### src/rtl/sadc_pkg.sv
// Package for the successive-approximation converter sequencer
package sadc_pkg;

  // Register addresses (byte addresses on the peripheral port)
  localparam logic [19:0] TEST_TARGET_ADDR = 20'hf0013;
  localparam logic [19:0] MODE0_ADDR = 20'hfff30;
  localparam logic [19:0] CHAN_ADDR = 20'hfff31;
  localparam logic [19:0] MODE2_ADDR = 20'hf0010;
  localparam logic [19:0] UPPER_ADDR = 20'hf0011;
  localparam logic [19:0] LOWER_ADDR = 20'hf0012;
  localparam logic [19:0] RES_WIDE_ADDR = 20'hfff1e;
  localparam logic [19:0] RES_NARROW_ADDR = 20'hfff1f;

  // Reset values
  localparam logic [7:0] TEST_TARGET_RST = 8'h00;
  localparam logic [7:0] CHAN_RST = 8'h00;
  localparam logic [7:0] MODE0_RST = 8'h00;
  localparam logic [7:0] MODE2_RST = 8'h00;
  localparam logic [7:0] UPPER_RST = 8'hff;
  localparam logic [7:0] LOWER_RST = 8'h00;
  localparam logic [15:0] RES_WIDE_RST = 16'h0000;
  localparam logic [7:0] RES_NARROW_RST = 8'h00;

  // Field positions
  localparam int MODE0_START_BIT = 7;
  localparam int MODE0_ENABLE_BIT = 0;
  localparam int MODE0_ONESHOT_BIT = 1;
  localparam int MODE0_HWNOWAIT_BIT = 2;
  localparam int MODE2_POSREF_HI = 7;
  localparam int MODE2_POSREF_LO = 6;
  localparam int MODE2_NEGREF_BIT = 5;
  localparam int MODE2_RANGE_BIT = 3;

  // Test target codes
  localparam logic [1:0] TEST_SEL_CHAN = 2'h0;
  localparam logic [1:0] TEST_SEL_NEG = 2'h2;
  localparam logic [1:0] TEST_SEL_POS = 2'h3;

  // Timing: sampling window and conversion clock period in ns
  localparam int SAMPLE_NS = 1000;
  localparam int CLK_NS = 100;
  localparam int SAMPLE_CYC = (SAMPLE_NS + CLK_NS - 1) / CLK_NS;
  localparam int RES_BITS = 12;

  // Sequencer states
  typedef enum logic [1:0] {sadc_idle, sadc_sample, sadc_compare} sadc_state_t;

  // Analog front-end control bundle
  typedef struct packed {
    logic sample;           // Sample-and-hold tracking input
    logic hold;             // Sample-and-hold holding voltage
    logic [1:0] src;        // 0 channel, 2 negative ref, 3 positive ref
    logic [7:0] channel;    // Channel select copy
    logic neg_ref_select;   // Negative reference pick
    logic [1:0] pos_ref;    // Positive reference pick
    logic [11:0] tap;       // Resistor string tap code
  } sadc_analog_t;

endpackage

### src/rtl/sadc_sequencer.sv
// Sequencer and register file of the 12-bit successive-approximation converter
// Overview of operation
// - Test target selects channel, negative or positive reference
// - Reference picks come from mode register two
// - Sample, then hold until conversion ends
// - Start by setting bit 11, tap half
// - Keep MSB when input at least tap
// - Trial bit 10, keep when input at least tap
// - Repeat trial down to bit 0
// - Latch result and raise end interrupt together
// - Out-of-window result neither stored nor signalled
// - Sequential mode repeats until start bit cleared
// - One-shot mode clears start bit when done
// - Start bit stays set in sequential/no-wait one-shot
// - Channel write aborts and restarts conversion
// - Wide and narrow results reset to zero
// - Result is rounded ratio times 4096
// - Window compares upper eight result bits
// - Start ignored while converter disabled
// - Start rewrite aborts and restarts conversion
`timescale 1ns/1ns
`default_nettype none

module sadc_sequencer #(
  parameter int SAMPLE_CYCLES = sadc_pkg::SAMPLE_CYC
) (
  input wire logic sys_clk,
  input wire logic resetn,
  input wire logic [19:0] reg_addr,
  input wire logic reg_wr,
  input wire logic reg_rd,
  input wire logic [7:0] reg_wdata,
  output logic [7:0] reg_rdata_ff,
  input wire logic comp_above,
  output var sadc_pkg::sadc_analog_t analog_ff,
  output logic conv_end_irq_ff,
  output logic busy_ff
);

  // Programmable registers and the result registers
  logic [7:0] mode_reg_zero_ff;
  logic [7:0] mode_reg_two_ff;
  logic [7:0] channel_select_reg_ff;
  logic [1:0] test_target_reg_ff;
  logic [7:0] upper_limit_reg_ff;
  logic [7:0] lower_limit_reg_ff;
  logic [15:0] result_reg_wide_ff;
  logic [7:0] result_reg_narrow_ff;
  // Sequencer state
  sadc_pkg::sadc_state_t state_ff;
  logic [11:0] successive_approx_reg_ff;
  logic [3:0] bit_idx_ff;
  logic [15:0] cnt_ff;

  // Decoded writes, mode fields and conversion step signals
  logic wr_mode0;
  logic wr_chan;
  logic start_write;
  logic conv_start_bit;
  logic converter_enable_bit;
  logic oneshot;
  logic hw_nowait;
  logic [11:0] decided;
  logic last_bit;
  logic in_window;
  logic [11:0] nxt_sar; // Decided bits plus the next trial bit

  assign wr_mode0 = reg_wr && (reg_addr == sadc_pkg::MODE0_ADDR);
  assign wr_chan = reg_wr && (reg_addr == sadc_pkg::CHAN_ADDR);
  assign conv_start_bit = mode_reg_zero_ff[sadc_pkg::MODE0_START_BIT];
  assign converter_enable_bit = mode_reg_zero_ff[sadc_pkg::MODE0_ENABLE_BIT];
  assign oneshot = mode_reg_zero_ff[sadc_pkg::MODE0_ONESHOT_BIT];
  assign hw_nowait = mode_reg_zero_ff[sadc_pkg::MODE0_HWNOWAIT_BIT];
  // Start write only counts when the same write sets the enable bit
  assign start_write = wr_mode0 && reg_wdata[sadc_pkg::MODE0_START_BIT]
    && reg_wdata[sadc_pkg::MODE0_ENABLE_BIT];
  // Current trial bit resolved by the comparator
  assign decided = comp_above ? successive_approx_reg_ff
    : (successive_approx_reg_ff & ~(12'h001 << bit_idx_ff));
  // Same value feeds the approximation register and the tap drive
  assign nxt_sar = decided | (12'h001 << (bit_idx_ff - 4'h1));
  assign last_bit = (state_ff == sadc_pkg::sadc_compare) && (bit_idx_ff == 4'h0);

  // Window check on the top eight bits; range bit picks inside or outside
  function automatic logic window_ok(input logic [11:0] v, input logic [7:0] up,
                                     input logic [7:0] lo, input logic outside);
    logic in_range;
    in_range = (v[11:4] >= lo) && (v[11:4] <= up);
    window_ok = outside ? !in_range : in_range;
  endfunction

  assign in_window = window_ok(decided, upper_limit_reg_ff, lower_limit_reg_ff,
    mode_reg_two_ff[sadc_pkg::MODE2_RANGE_BIT]);

  // Mode register zero; hardware clear of start bit in one-shot mode
  always_ff @(posedge sys_clk)
  begin
    if (!resetn)
      mode_reg_zero_ff <= sadc_pkg::MODE0_RST;
    else if (wr_mode0)
    begin
      mode_reg_zero_ff <= reg_wdata;
      // Start request dropped when converter is disabled
      if (!reg_wdata[sadc_pkg::MODE0_ENABLE_BIT])
        mode_reg_zero_ff[sadc_pkg::MODE0_START_BIT] <= 1'b0;
    end
    else if (last_bit && oneshot && !hw_nowait && !wr_chan)
      // A channel rewrite on the last step restarts, so the start bit stays
      mode_reg_zero_ff[sadc_pkg::MODE0_START_BIT] <= 1'b0;
  end

  // Remaining software registers
  always_ff @(posedge sys_clk)
  begin
    if (!resetn)
    begin
      mode_reg_two_ff <= sadc_pkg::MODE2_RST;
      channel_select_reg_ff <= sadc_pkg::CHAN_RST;
      test_target_reg_ff <= sadc_pkg::TEST_TARGET_RST[1:0];
      upper_limit_reg_ff <= sadc_pkg::UPPER_RST;
      lower_limit_reg_ff <= sadc_pkg::LOWER_RST;
    end
    else if (reg_wr)
    begin
      case (reg_addr)
        sadc_pkg::MODE2_ADDR: mode_reg_two_ff <= reg_wdata;
        sadc_pkg::CHAN_ADDR: channel_select_reg_ff <= reg_wdata;
        // Upper six bits are not stored
        sadc_pkg::TEST_TARGET_ADDR: test_target_reg_ff <= reg_wdata[1:0];
        sadc_pkg::UPPER_ADDR: upper_limit_reg_ff <= reg_wdata;
        sadc_pkg::LOWER_ADDR: lower_limit_reg_ff <= reg_wdata;
        default: ;
      endcase
    end
  end

  // Conversion sequencer with the analog drive: tap and hold switch are
  // loaded at the same edge as the approximation register, so the comparator
  // always judges the trial value that is decided at the next edge
  always_ff @(posedge sys_clk)
  begin
    if (!resetn)
    begin
      state_ff <= sadc_pkg::sadc_idle;
      successive_approx_reg_ff <= 12'h000;
      bit_idx_ff <= 4'h0;
      cnt_ff <= 16'h0000;
      analog_ff <= '0;
    end
    else
    begin
      // Source selection follows the registers every cycle
      analog_ff.src <= test_target_reg_ff;
      analog_ff.channel <= channel_select_reg_ff;
      analog_ff.neg_ref_select <= mode_reg_two_ff[sadc_pkg::MODE2_NEGREF_BIT];
      analog_ff.pos_ref <= {mode_reg_two_ff[sadc_pkg::MODE2_POSREF_HI],
                            mode_reg_two_ff[sadc_pkg::MODE2_POSREF_LO]};
      if (start_write || (wr_chan && state_ff != sadc_pkg::sadc_idle))
      begin
        // Abort discards partial data and restarts from sampling
        state_ff <= sadc_pkg::sadc_sample;
        successive_approx_reg_ff <= 12'h000;
        cnt_ff <= 16'h0000;
        analog_ff.sample <= 1'b1;
        analog_ff.hold <= 1'b0;
        analog_ff.tap <= 12'h000;
      end
      else if (!conv_start_bit || !converter_enable_bit)
      begin
        state_ff <= sadc_pkg::sadc_idle;
        analog_ff.sample <= 1'b0;
        analog_ff.hold <= 1'b0;
      end
      else
      begin
        case (state_ff)
          sadc_pkg::sadc_idle:
          begin
            state_ff <= sadc_pkg::sadc_sample;
            cnt_ff <= 16'h0000;
            analog_ff.sample <= 1'b1;
          end
          sadc_pkg::sadc_sample:
          begin
            if (cnt_ff == 16'(SAMPLE_CYCLES - 1))
            begin
              // Enter hold with MSB trial set, tap at half reference
              state_ff <= sadc_pkg::sadc_compare;
              successive_approx_reg_ff <= 12'h800;
              bit_idx_ff <= 4'(sadc_pkg::RES_BITS - 1);
              analog_ff.sample <= 1'b0;
              analog_ff.hold <= 1'b1;
              analog_ff.tap <= 12'h800;
            end
            else
              cnt_ff <= cnt_ff + 16'h0001;
          end
          sadc_pkg::sadc_compare:
          begin
            // One bit per clock; the next lower bit is trial-set
            if (bit_idx_ff == 4'h0)
            begin
              // Sequential mode goes straight into the next sample
              state_ff <= (oneshot && !hw_nowait) ? sadc_pkg::sadc_idle
                : sadc_pkg::sadc_sample;
              cnt_ff <= 16'h0000;
              analog_ff.sample <= !(oneshot && !hw_nowait);
              analog_ff.hold <= 1'b0;
            end
            else
            begin
              successive_approx_reg_ff <= nxt_sar;
              bit_idx_ff <= bit_idx_ff - 4'h1;
              analog_ff.tap <= nxt_sar;
            end
          end
          default:
          begin
            state_ff <= sadc_pkg::sadc_idle;
            analog_ff.sample <= 1'b0;
            analog_ff.hold <= 1'b0;
          end
        endcase
      end
    end
  end

  // Result latch and end-of-conversion pulse, gated by the window
  always_ff @(posedge sys_clk)
  begin
    if (!resetn)
    begin
      result_reg_wide_ff <= sadc_pkg::RES_WIDE_RST;
      result_reg_narrow_ff <= sadc_pkg::RES_NARROW_RST;
      conv_end_irq_ff <= 1'b0;
    end
    else
    begin
      conv_end_irq_ff <= 1'b0;
      // Comparator threshold at half-LSB offsets gives rounded ratio
      if (last_bit && !start_write && !wr_chan && in_window)
      begin
        result_reg_wide_ff <= {decided, 4'h0};
        result_reg_narrow_ff <= decided[11:4];
        conv_end_irq_ff <= 1'b1;
      end
    end
  end

  // Busy flag, one cycle behind the sequencer state
  always_ff @(posedge sys_clk)
  begin
    if (!resetn)
      busy_ff <= 1'b0;
    else
      busy_ff <= (state_ff != sadc_pkg::sadc_idle);
  end

  // Register read port
  always_ff @(posedge sys_clk)
  begin
    if (!resetn)
      reg_rdata_ff <= 8'h00;
    else if (reg_rd)
    begin
      case (reg_addr)
        sadc_pkg::MODE0_ADDR: reg_rdata_ff <= mode_reg_zero_ff;
        sadc_pkg::MODE2_ADDR: reg_rdata_ff <= mode_reg_two_ff;
        sadc_pkg::CHAN_ADDR: reg_rdata_ff <= channel_select_reg_ff;
        sadc_pkg::TEST_TARGET_ADDR: reg_rdata_ff <= {6'h00, test_target_reg_ff};
        sadc_pkg::UPPER_ADDR: reg_rdata_ff <= upper_limit_reg_ff;
        sadc_pkg::LOWER_ADDR: reg_rdata_ff <= lower_limit_reg_ff;
        sadc_pkg::RES_WIDE_ADDR: reg_rdata_ff <= result_reg_wide_ff[15:8];
        sadc_pkg::RES_NARROW_ADDR: reg_rdata_ff <= result_reg_narrow_ff;
        default: reg_rdata_ff <= 8'h00;
      endcase
    end
  end

endmodule
`default_nettype wire

### config.mk
export PLATFORM = sky130hd
export DESIGN_NAME = sadc_sequencer
export DESIGN_NICKNAME = d
export VERILOG_FILES = /design/src/rtl/sadc_pkg.sv /design/src/rtl/sadc_sequencer.sv
export SDC_FILE = /design/constraint.sdc
export NUM_CORES = 1
export LEC_CHECK = 0
export BUFFER_PORTS_ARGS = -buffer_cell sky130_fd_sc_hd__buf_2
export CAP_MARGIN = 20
export CORE_MARGIN = 5
export CORE_UTILIZATION = 39
export DETAILED_ROUTE_END_ITERATION = 8
export PLACE_DENSITY_LB_ADDON = 0.15
export SLEW_MARGIN = 20
export SYNTH_ARGS = -nofsm -noshare
export SYNTH_HDL_FRONTEND = slang
export SYNTH_SLANG_ARGS = --single-unit
### constraint.sdc
create_clock -name sys_clk -period 3.7 [get_ports sys_clk]
set_input_delay 0.925 -clock sys_clk [delete_from_list [all_inputs] [get_ports sys_clk]]
set_output_delay 0.925 -clock sys_clk [all_outputs]
set_load 0.05 [all_outputs]
Word-level counts from Yosys, hierarchy flattened
Index checks and enable logic that the tools add are counted.
{"block": "op_classes", "add_sub_neg": 2, "n_lt_le_gt_ge": 2, "eq_ne": 17, "n_shift": 2, "muxes": 28, "n_bitwise": 7, "n_reduce_logical": 42}
{"cell": "equality test 20 bit (second input constant)", "count": 8}
{"cell": "one-hot mux 8 bit (8 select lines)", "count": 1}
{"cell": "one-hot mux 16 bit (3 select lines)", "count": 1}
{"cell": "two-way mux 12 bit", "count": 3}
{"cell": "two-way mux 16 bit", "count": 2}
{"cell": "one-hot mux 12 bit (2 select lines)", "count": 1}
{"cell": "<< shifter 1 x 4 -> 12 bit (first input constant)", "count": 2}
{"cell": "adder 16 x 1 -> 16 bit (second input constant)", "count": 1}
{"cell": "equality test 16 x 4 -> 1 bit (second input constant)", "count": 1}
{"cell": "logical AND 1 bit", "count": 14}
{"cell": "AND reduction 2 bit", "count": 7}
{"cell": "bitwise AND 12 bit", "count": 1}
{"cell": "two-way mux 2 bit", "count": 6}
{"cell": "inverter 12 bit", "count": 1}
{"cell": "bitwise OR 12 bit", "count": 1}
{"cell": ">= comparator 8 bit", "count": 1}
{"cell": "<= comparator 8 bit", "count": 1}
{"cell": "two-way mux 1 bit", "count": 8}
{"cell": "two-way mux 4 bit", "count": 2}
{"cell": "one-hot mux 4 bit (2 select lines)", "count": 1}
{"cell": "AND reduction 4 bit", "count": 2}
{"cell": "logical NOT 1 bit", "count": 7}
{"cell": "inequality test 2 bit (second input constant)", "count": 3}
{"cell": "one-hot mux 1 bit (3 select lines)", "count": 2}
{"cell": "17 further kinds", "count": 23}
{"block": "word_totals", "reg_bits": 121}

Logic depth before layout (Yosys ltp)
{"block": "depth", "word_depth": 10, "depth_mapped": 12, "ltp_nobuf": 11}

Least setup slack after synthesis
No wires, ideal clock.
{"block": "synth_timing", "path_type": "input to register", "startpoint": "in comp_above", "endpoint": "reg result_reg_narrow_ff[0]", "setup_ns": 0.072, "t_arrival_ns": 3.152, "path_slack_ns": 0.476, "stages": 9, "cell_sequence": "nor3b_1 -> a21boi_0 -> ha_1 -> a211oi_1 -> nor2_1 -> nor4bb_1 -> o22ai_4 -> mux2i_4 -> mux2i_1"}
{"block": "synth_between", "elab_chain_cells": 6, "word_cells_on_any_way": 7, "cone_classes": "order compare: 2; mux: 2; reduce/logical: 3"}
{"element": "start: declaration", "line": "sadc_sequencer.sv:34", "rtl": "input wire logic comp_above,"}
{"element": "two-way mux 12 bit (*)", "line": "sadc_sequencer.sv:78", "rtl": "assign decided = comp_above ? successive_approx_reg_ff"}
{"element": "named net decided[9]", "line": "sadc_sequencer.sv:63", "rtl": "logic [11:0] decided;"}
{"element": ">= comparator 8 bit or <= comparator 8 bit (tied branches)", "line": "sadc_sequencer.sv:88", "rtl": "in_range = (v[11:4] >= lo) && (v[11:4] <= up);"}
{"element": "logical AND 1 bit (*)", "line": "sadc_sequencer.sv:88"}
{"element": "logical NOT 1 bit", "line": "sadc_sequencer.sv:89", "rtl": "window_ok = outside ? !in_range : in_range;"}
{"element": "two-way mux 1 bit (*)", "line": "sadc_sequencer.sv:89"}
{"element": "logical AND 1 bit (*)", "line": "sadc_sequencer.sv:241", "rtl": "if (last_bit && !start_write && !wr_chan && in_window)"}
{"element": "end signal: assignment", "line": "sadc_sequencer.sv:234", "rtl": "result_reg_narrow_ff <= sadc_pkg::RES_NARROW_RST;"}
{"element": "end signal: assignment", "line": "sadc_sequencer.sv:244", "rtl": "result_reg_narrow_ff <= decided[11:4];"}
{"element": "end: declaration", "line": "sadc_sequencer.sv:48", "rtl": "logic [7:0] result_reg_narrow_ff;"}
The timed path passes the listed nets; every way through them passes the cells marked *.
A chain may end at the register's enable or synchronous reset.

Final worst setup path
{"block": "layout_timing", "startpoint": "in comp_above", "endpoint": "reg result_reg_narrow_ff[2]"}
The elaborated chain is that of the path after synthesis.

==> impl_metrics.py <==
metrics = {
    "worst_setup_path": {
        "worstPathArrival_ns": 3.64,
        "required_ns": 3.99,
        "crit_fanout": 9,
        "r2r_setup_slack_ns": 0.44,
        "endpoint_kind": "flop",
        "crit_type": "primary input to flop",
        "critPathLaunchType": "primary input",
        "r2r-end": "result_reg_narrow_ff[2]",
        "timing.rr.start": "bit_idx_ff[1]",
        "rr_worst_depth": 10,
    },
    "grt": {
        "grt_start_max_net_pins": 37,
        "grt-ovfl-total": 0,
        "grt_pass1_vias": 4542,
        "grt_pass1_wl_mm": 23.96,
        "antenna_found_initial": 0,
        "grt_usage_pct": 18.12,
    },
    "cts": {
        "cts_root_buf": "clkbuf_16",
        "cts_hold_buf": 0,
        "cts_made_buffers": 9,
        "clockBufferDepth": 2,
        "clk_pin_slew_ns": 0.08,
        "clk_latency_ns": 0.36,
        "cts_tree": "built",
        "clkSinkCount": 109,
        "htree_levels": 3,
    },
    "synthesis": {
        "ys_warn_count": 0,
        "synthMuxAreaShare_pct": 6.791,
        "synth_top_family_by_area": "simple AND/OR/NAND/NOR gates",
        "ys_ff_latch": 109,
        "synth_edf_count": 0,
        "ys_types": 71,
        "synth-compound-area-share_pct": 17.88,
        "synthCells": 629,
        "synthFlopType": "dfxtp_1",
        "ys_seq_area_share_pct": 39.22,
        "syn_area_per_cell_um2": 8.846,
        "synthSimpleGateAreaFrac_pct": 24.11,
        "synthArstFlopShare_pct": 0,
        "syn_nets": 686,
        "syn_area_mm2": 0.005564,
        "synthXorXnorAreaFrac_pct": 2.204,
        "synth_fa_ha_area_share_pct": 5.397,
    },
    "timing": {
        "tightest_slew_ns": 0.6973,
        "finalClockSkew_ns": 0.009813,
        "setup-violations-final": 0,
        "relSlewSlack_pct": 53.40,
        "grt_setup_unrepaired": "no",
        "finalSetupTns_ns": 0,
        "drv_slew": 0,
        "fmax_ghz": 0.2991,
        "fin_crit_sh_pct": 90.37,
        "hold_violations": 0,
        "min_period_ns": 3.344,
    },
    "routing": {
        "viasPerCell": 5.437,
        "ant_nets": 0,
        "post-route-drc-count": 0,
        "via_count": 4741,
        "drt_iter0_drc": 276,
        "drt_wl_total_mm": 14.83,
        "dr.pass1.iters": 5,
        "post_drt_wl_per_cell_um": 17.01,
    },
    "final_layout": {
        "layout_common_cells": "dfxtp_1, nand2_1, buf_2",
        "drive_gt1_share_pct": 16.76,
        "seq_area_mm2": 0.002182,
        "area_delta_synth_final_pct": 14.19,
        "fill_cells": 1391,
        "antennaDiodeCount": 0,
        "multi_input_area_mm2": 0.003158,
        "layout.nets": 745,
        "layout_commonest_cell": "dfxtp_1",
    },
    "power": {
        "vdd_drop_max_uv": 269.5,
        "power_leakage_uw": 0.002441,
        "power_uw": 2233,
        "p_per_area_mw_per_mm2": 351.4,
    },
    "placed_design": {
        "hpwl_mm": 11.33,
        "port_buffers": 69,
        "gp_congestion": 0.9216,
    },
    "hold_path": {
        "holdCritStartpoint": "reg_rdata_ff[2]",
        "hold_end": "reg_rdata_ff[2]",
        "hp-class": "flop to flop",
        "whs_path_depth": 2,
    },
    "floorplanning": {
        "fp.dieArea_mm2": 0.01676,
        "dieHeight_um": 129.4,
        "start_util_pct": 39.93,
        "ios": 70,
        "fp-row-count": 43,
        "die_w_um": 129.4,
        "core_region_area_mm2": 0.01393,
    },
    "run_status": {
        "status": "completed",
    },
    "job": {
        "drv_cap": 0,
    },
}
## state kept, by name (all words and copies together) (netlist names)
| register | flops |
|---|---|
| analog_ff | 15 |
| bit_idx_ff | 4 |
| busy_ff | 1 |
| channel_select_reg_ff | 8 |
| cnt_ff | 16 |
| conv_end_irq_ff | 1 |
| lower_limit_reg_ff | 8 |
| mode_reg_two_ff | 8 |
| mode_reg_zero_ff | 8 |
| reg_rdata_ff | 8 |
| result_reg_narrow_ff | 8 |
| state_ff | 2 |
| successive_approx_reg_ff | 12 |
| test_target_reg_ff | 2 |
| upper_limit_reg_ff | 8 |
## synth_stat cells, types with 5 or more instances
cell,number,area [um2]
dfxtp_1,109,2182
o21ai_0,17,85.08
nand3_1,13,65.06
o21ai_1,12,60.06
a21oi_1,32,160.2
mux2i_1,31,310.3
nor2_1,35,131.4
nor2b_1,24,150.1
clkbuf_1,18,67.56
o211ai_1,11,82.58
nand2b_1,5,31.28
ha_1,24,300.3
a21boi_1,19,142.6
a21boi_0,8,60.06
a31oi_1,8,50.05
xnor2_1,10,87.58
inv_1,27,101.4
a211oi_1,6,45.04
nor4_1,5,31.28
and4_1,6,52.55
nand2_1,87,326.6
or3_1,5,31.28
and2_1,17,106.4
nor3_1,16,80.08
## logic make-up (layout without fill, tap and decap cells)
| kind of cell | Yosys count | after routing |
|---|---|---|
| flip-flops | 109 | 109 |
| XOR/XNOR | 14 | 14 |
| multiplexers | 36 | 36 |
| buffers and inverters | 55 | 118 |
| adder cells (fa/ha/maj) | 24 | 24 |
| AO/OA/AOI/OAI | 145 | 145 |
| AND/OR/NAND/NOR | 246 | 246 |
## layout make-up
type	count	area share [%]
timing repair buffer	76	6.262
multi-input combinational	465	49.70
clock inverter	6	1.004
sequential	109	34.34
inverter	27	1.595
tap	180	3.545
clock buffer	9	3.545
## what timing repair did
action	4_1_cts	5_1_grt
buffers inserted	0	0
setup endpoints to repair	0	4
resized for setup	0	2
## report_power, final
group          internal, uW  switching (uW)  leakage (uW)
Clock                   521             439      0.000138
Combinational          34.9            64.1       0.00143
Sequential             1170           0.753      0.000878
Total                  1730             503       0.00244
## stage by stage
stage	hold WS, ns	util (%)	worst slack, ns	cell area [um2]	std cells
after floorplan	0.4282	-	0.4761	5564	629
after global placement	0.4317	43.37	0.1361	6043	857
after detailed placement	0.4409	43.37	-0.04039	6043	857
after CTS	0.4507	45.44	0.3183	6332	872
after global routing	0.4717	45.60	0.1220	6354	872
final	0.4470	45.60	0.3562	6354	872
## worst max-delay path by stage
stage          slack [ns]                      end  cells past startpoint       start
2_1_floorplan        0.48  result_reg_narrow_ff[0]                      9  comp_above
3_3_place_gp         0.14  result_reg_narrow_ff[2]                     10  comp_above
3_5_place_dp        -0.04  result_reg_narrow_ff[3]                     10  comp_above
4_1_cts              0.32  result_reg_narrow_ff[1]                     10  comp_above
5_1_grt              0.12  result_reg_narrow_ff[6]                     10  comp_above
6_report             0.36  result_reg_narrow_ff[2]                     10  comp_above
## worst max-delay path: stages
cell and delay [ns]:
buf_2 0.13, nor3b_1 0.37, a21boi_0 0.31, ha_1 0.37, a211oi_1 0.23, nor2_1 0.11
nor4bb_2 0.40, o22ai_4 0.15, mux2i_4 0.41, mux2i_1 0.23
## per-layer routing
| metal | track usage [%] | vias to the layer above | part of all wire, % |
|---|---|---|---|
| met5 | 0 | - | 0 |
| met3 | 4.163 | 25 | 5.7 |
| met1 | 23.43 | 2234 | 45 |
| met2 | 29.94 | 125 | 47 |
| met4 | 6.051 | 0 | 2.4 |
| li1 | - | 2357 | - |
(Power assumes the default switching activity.)
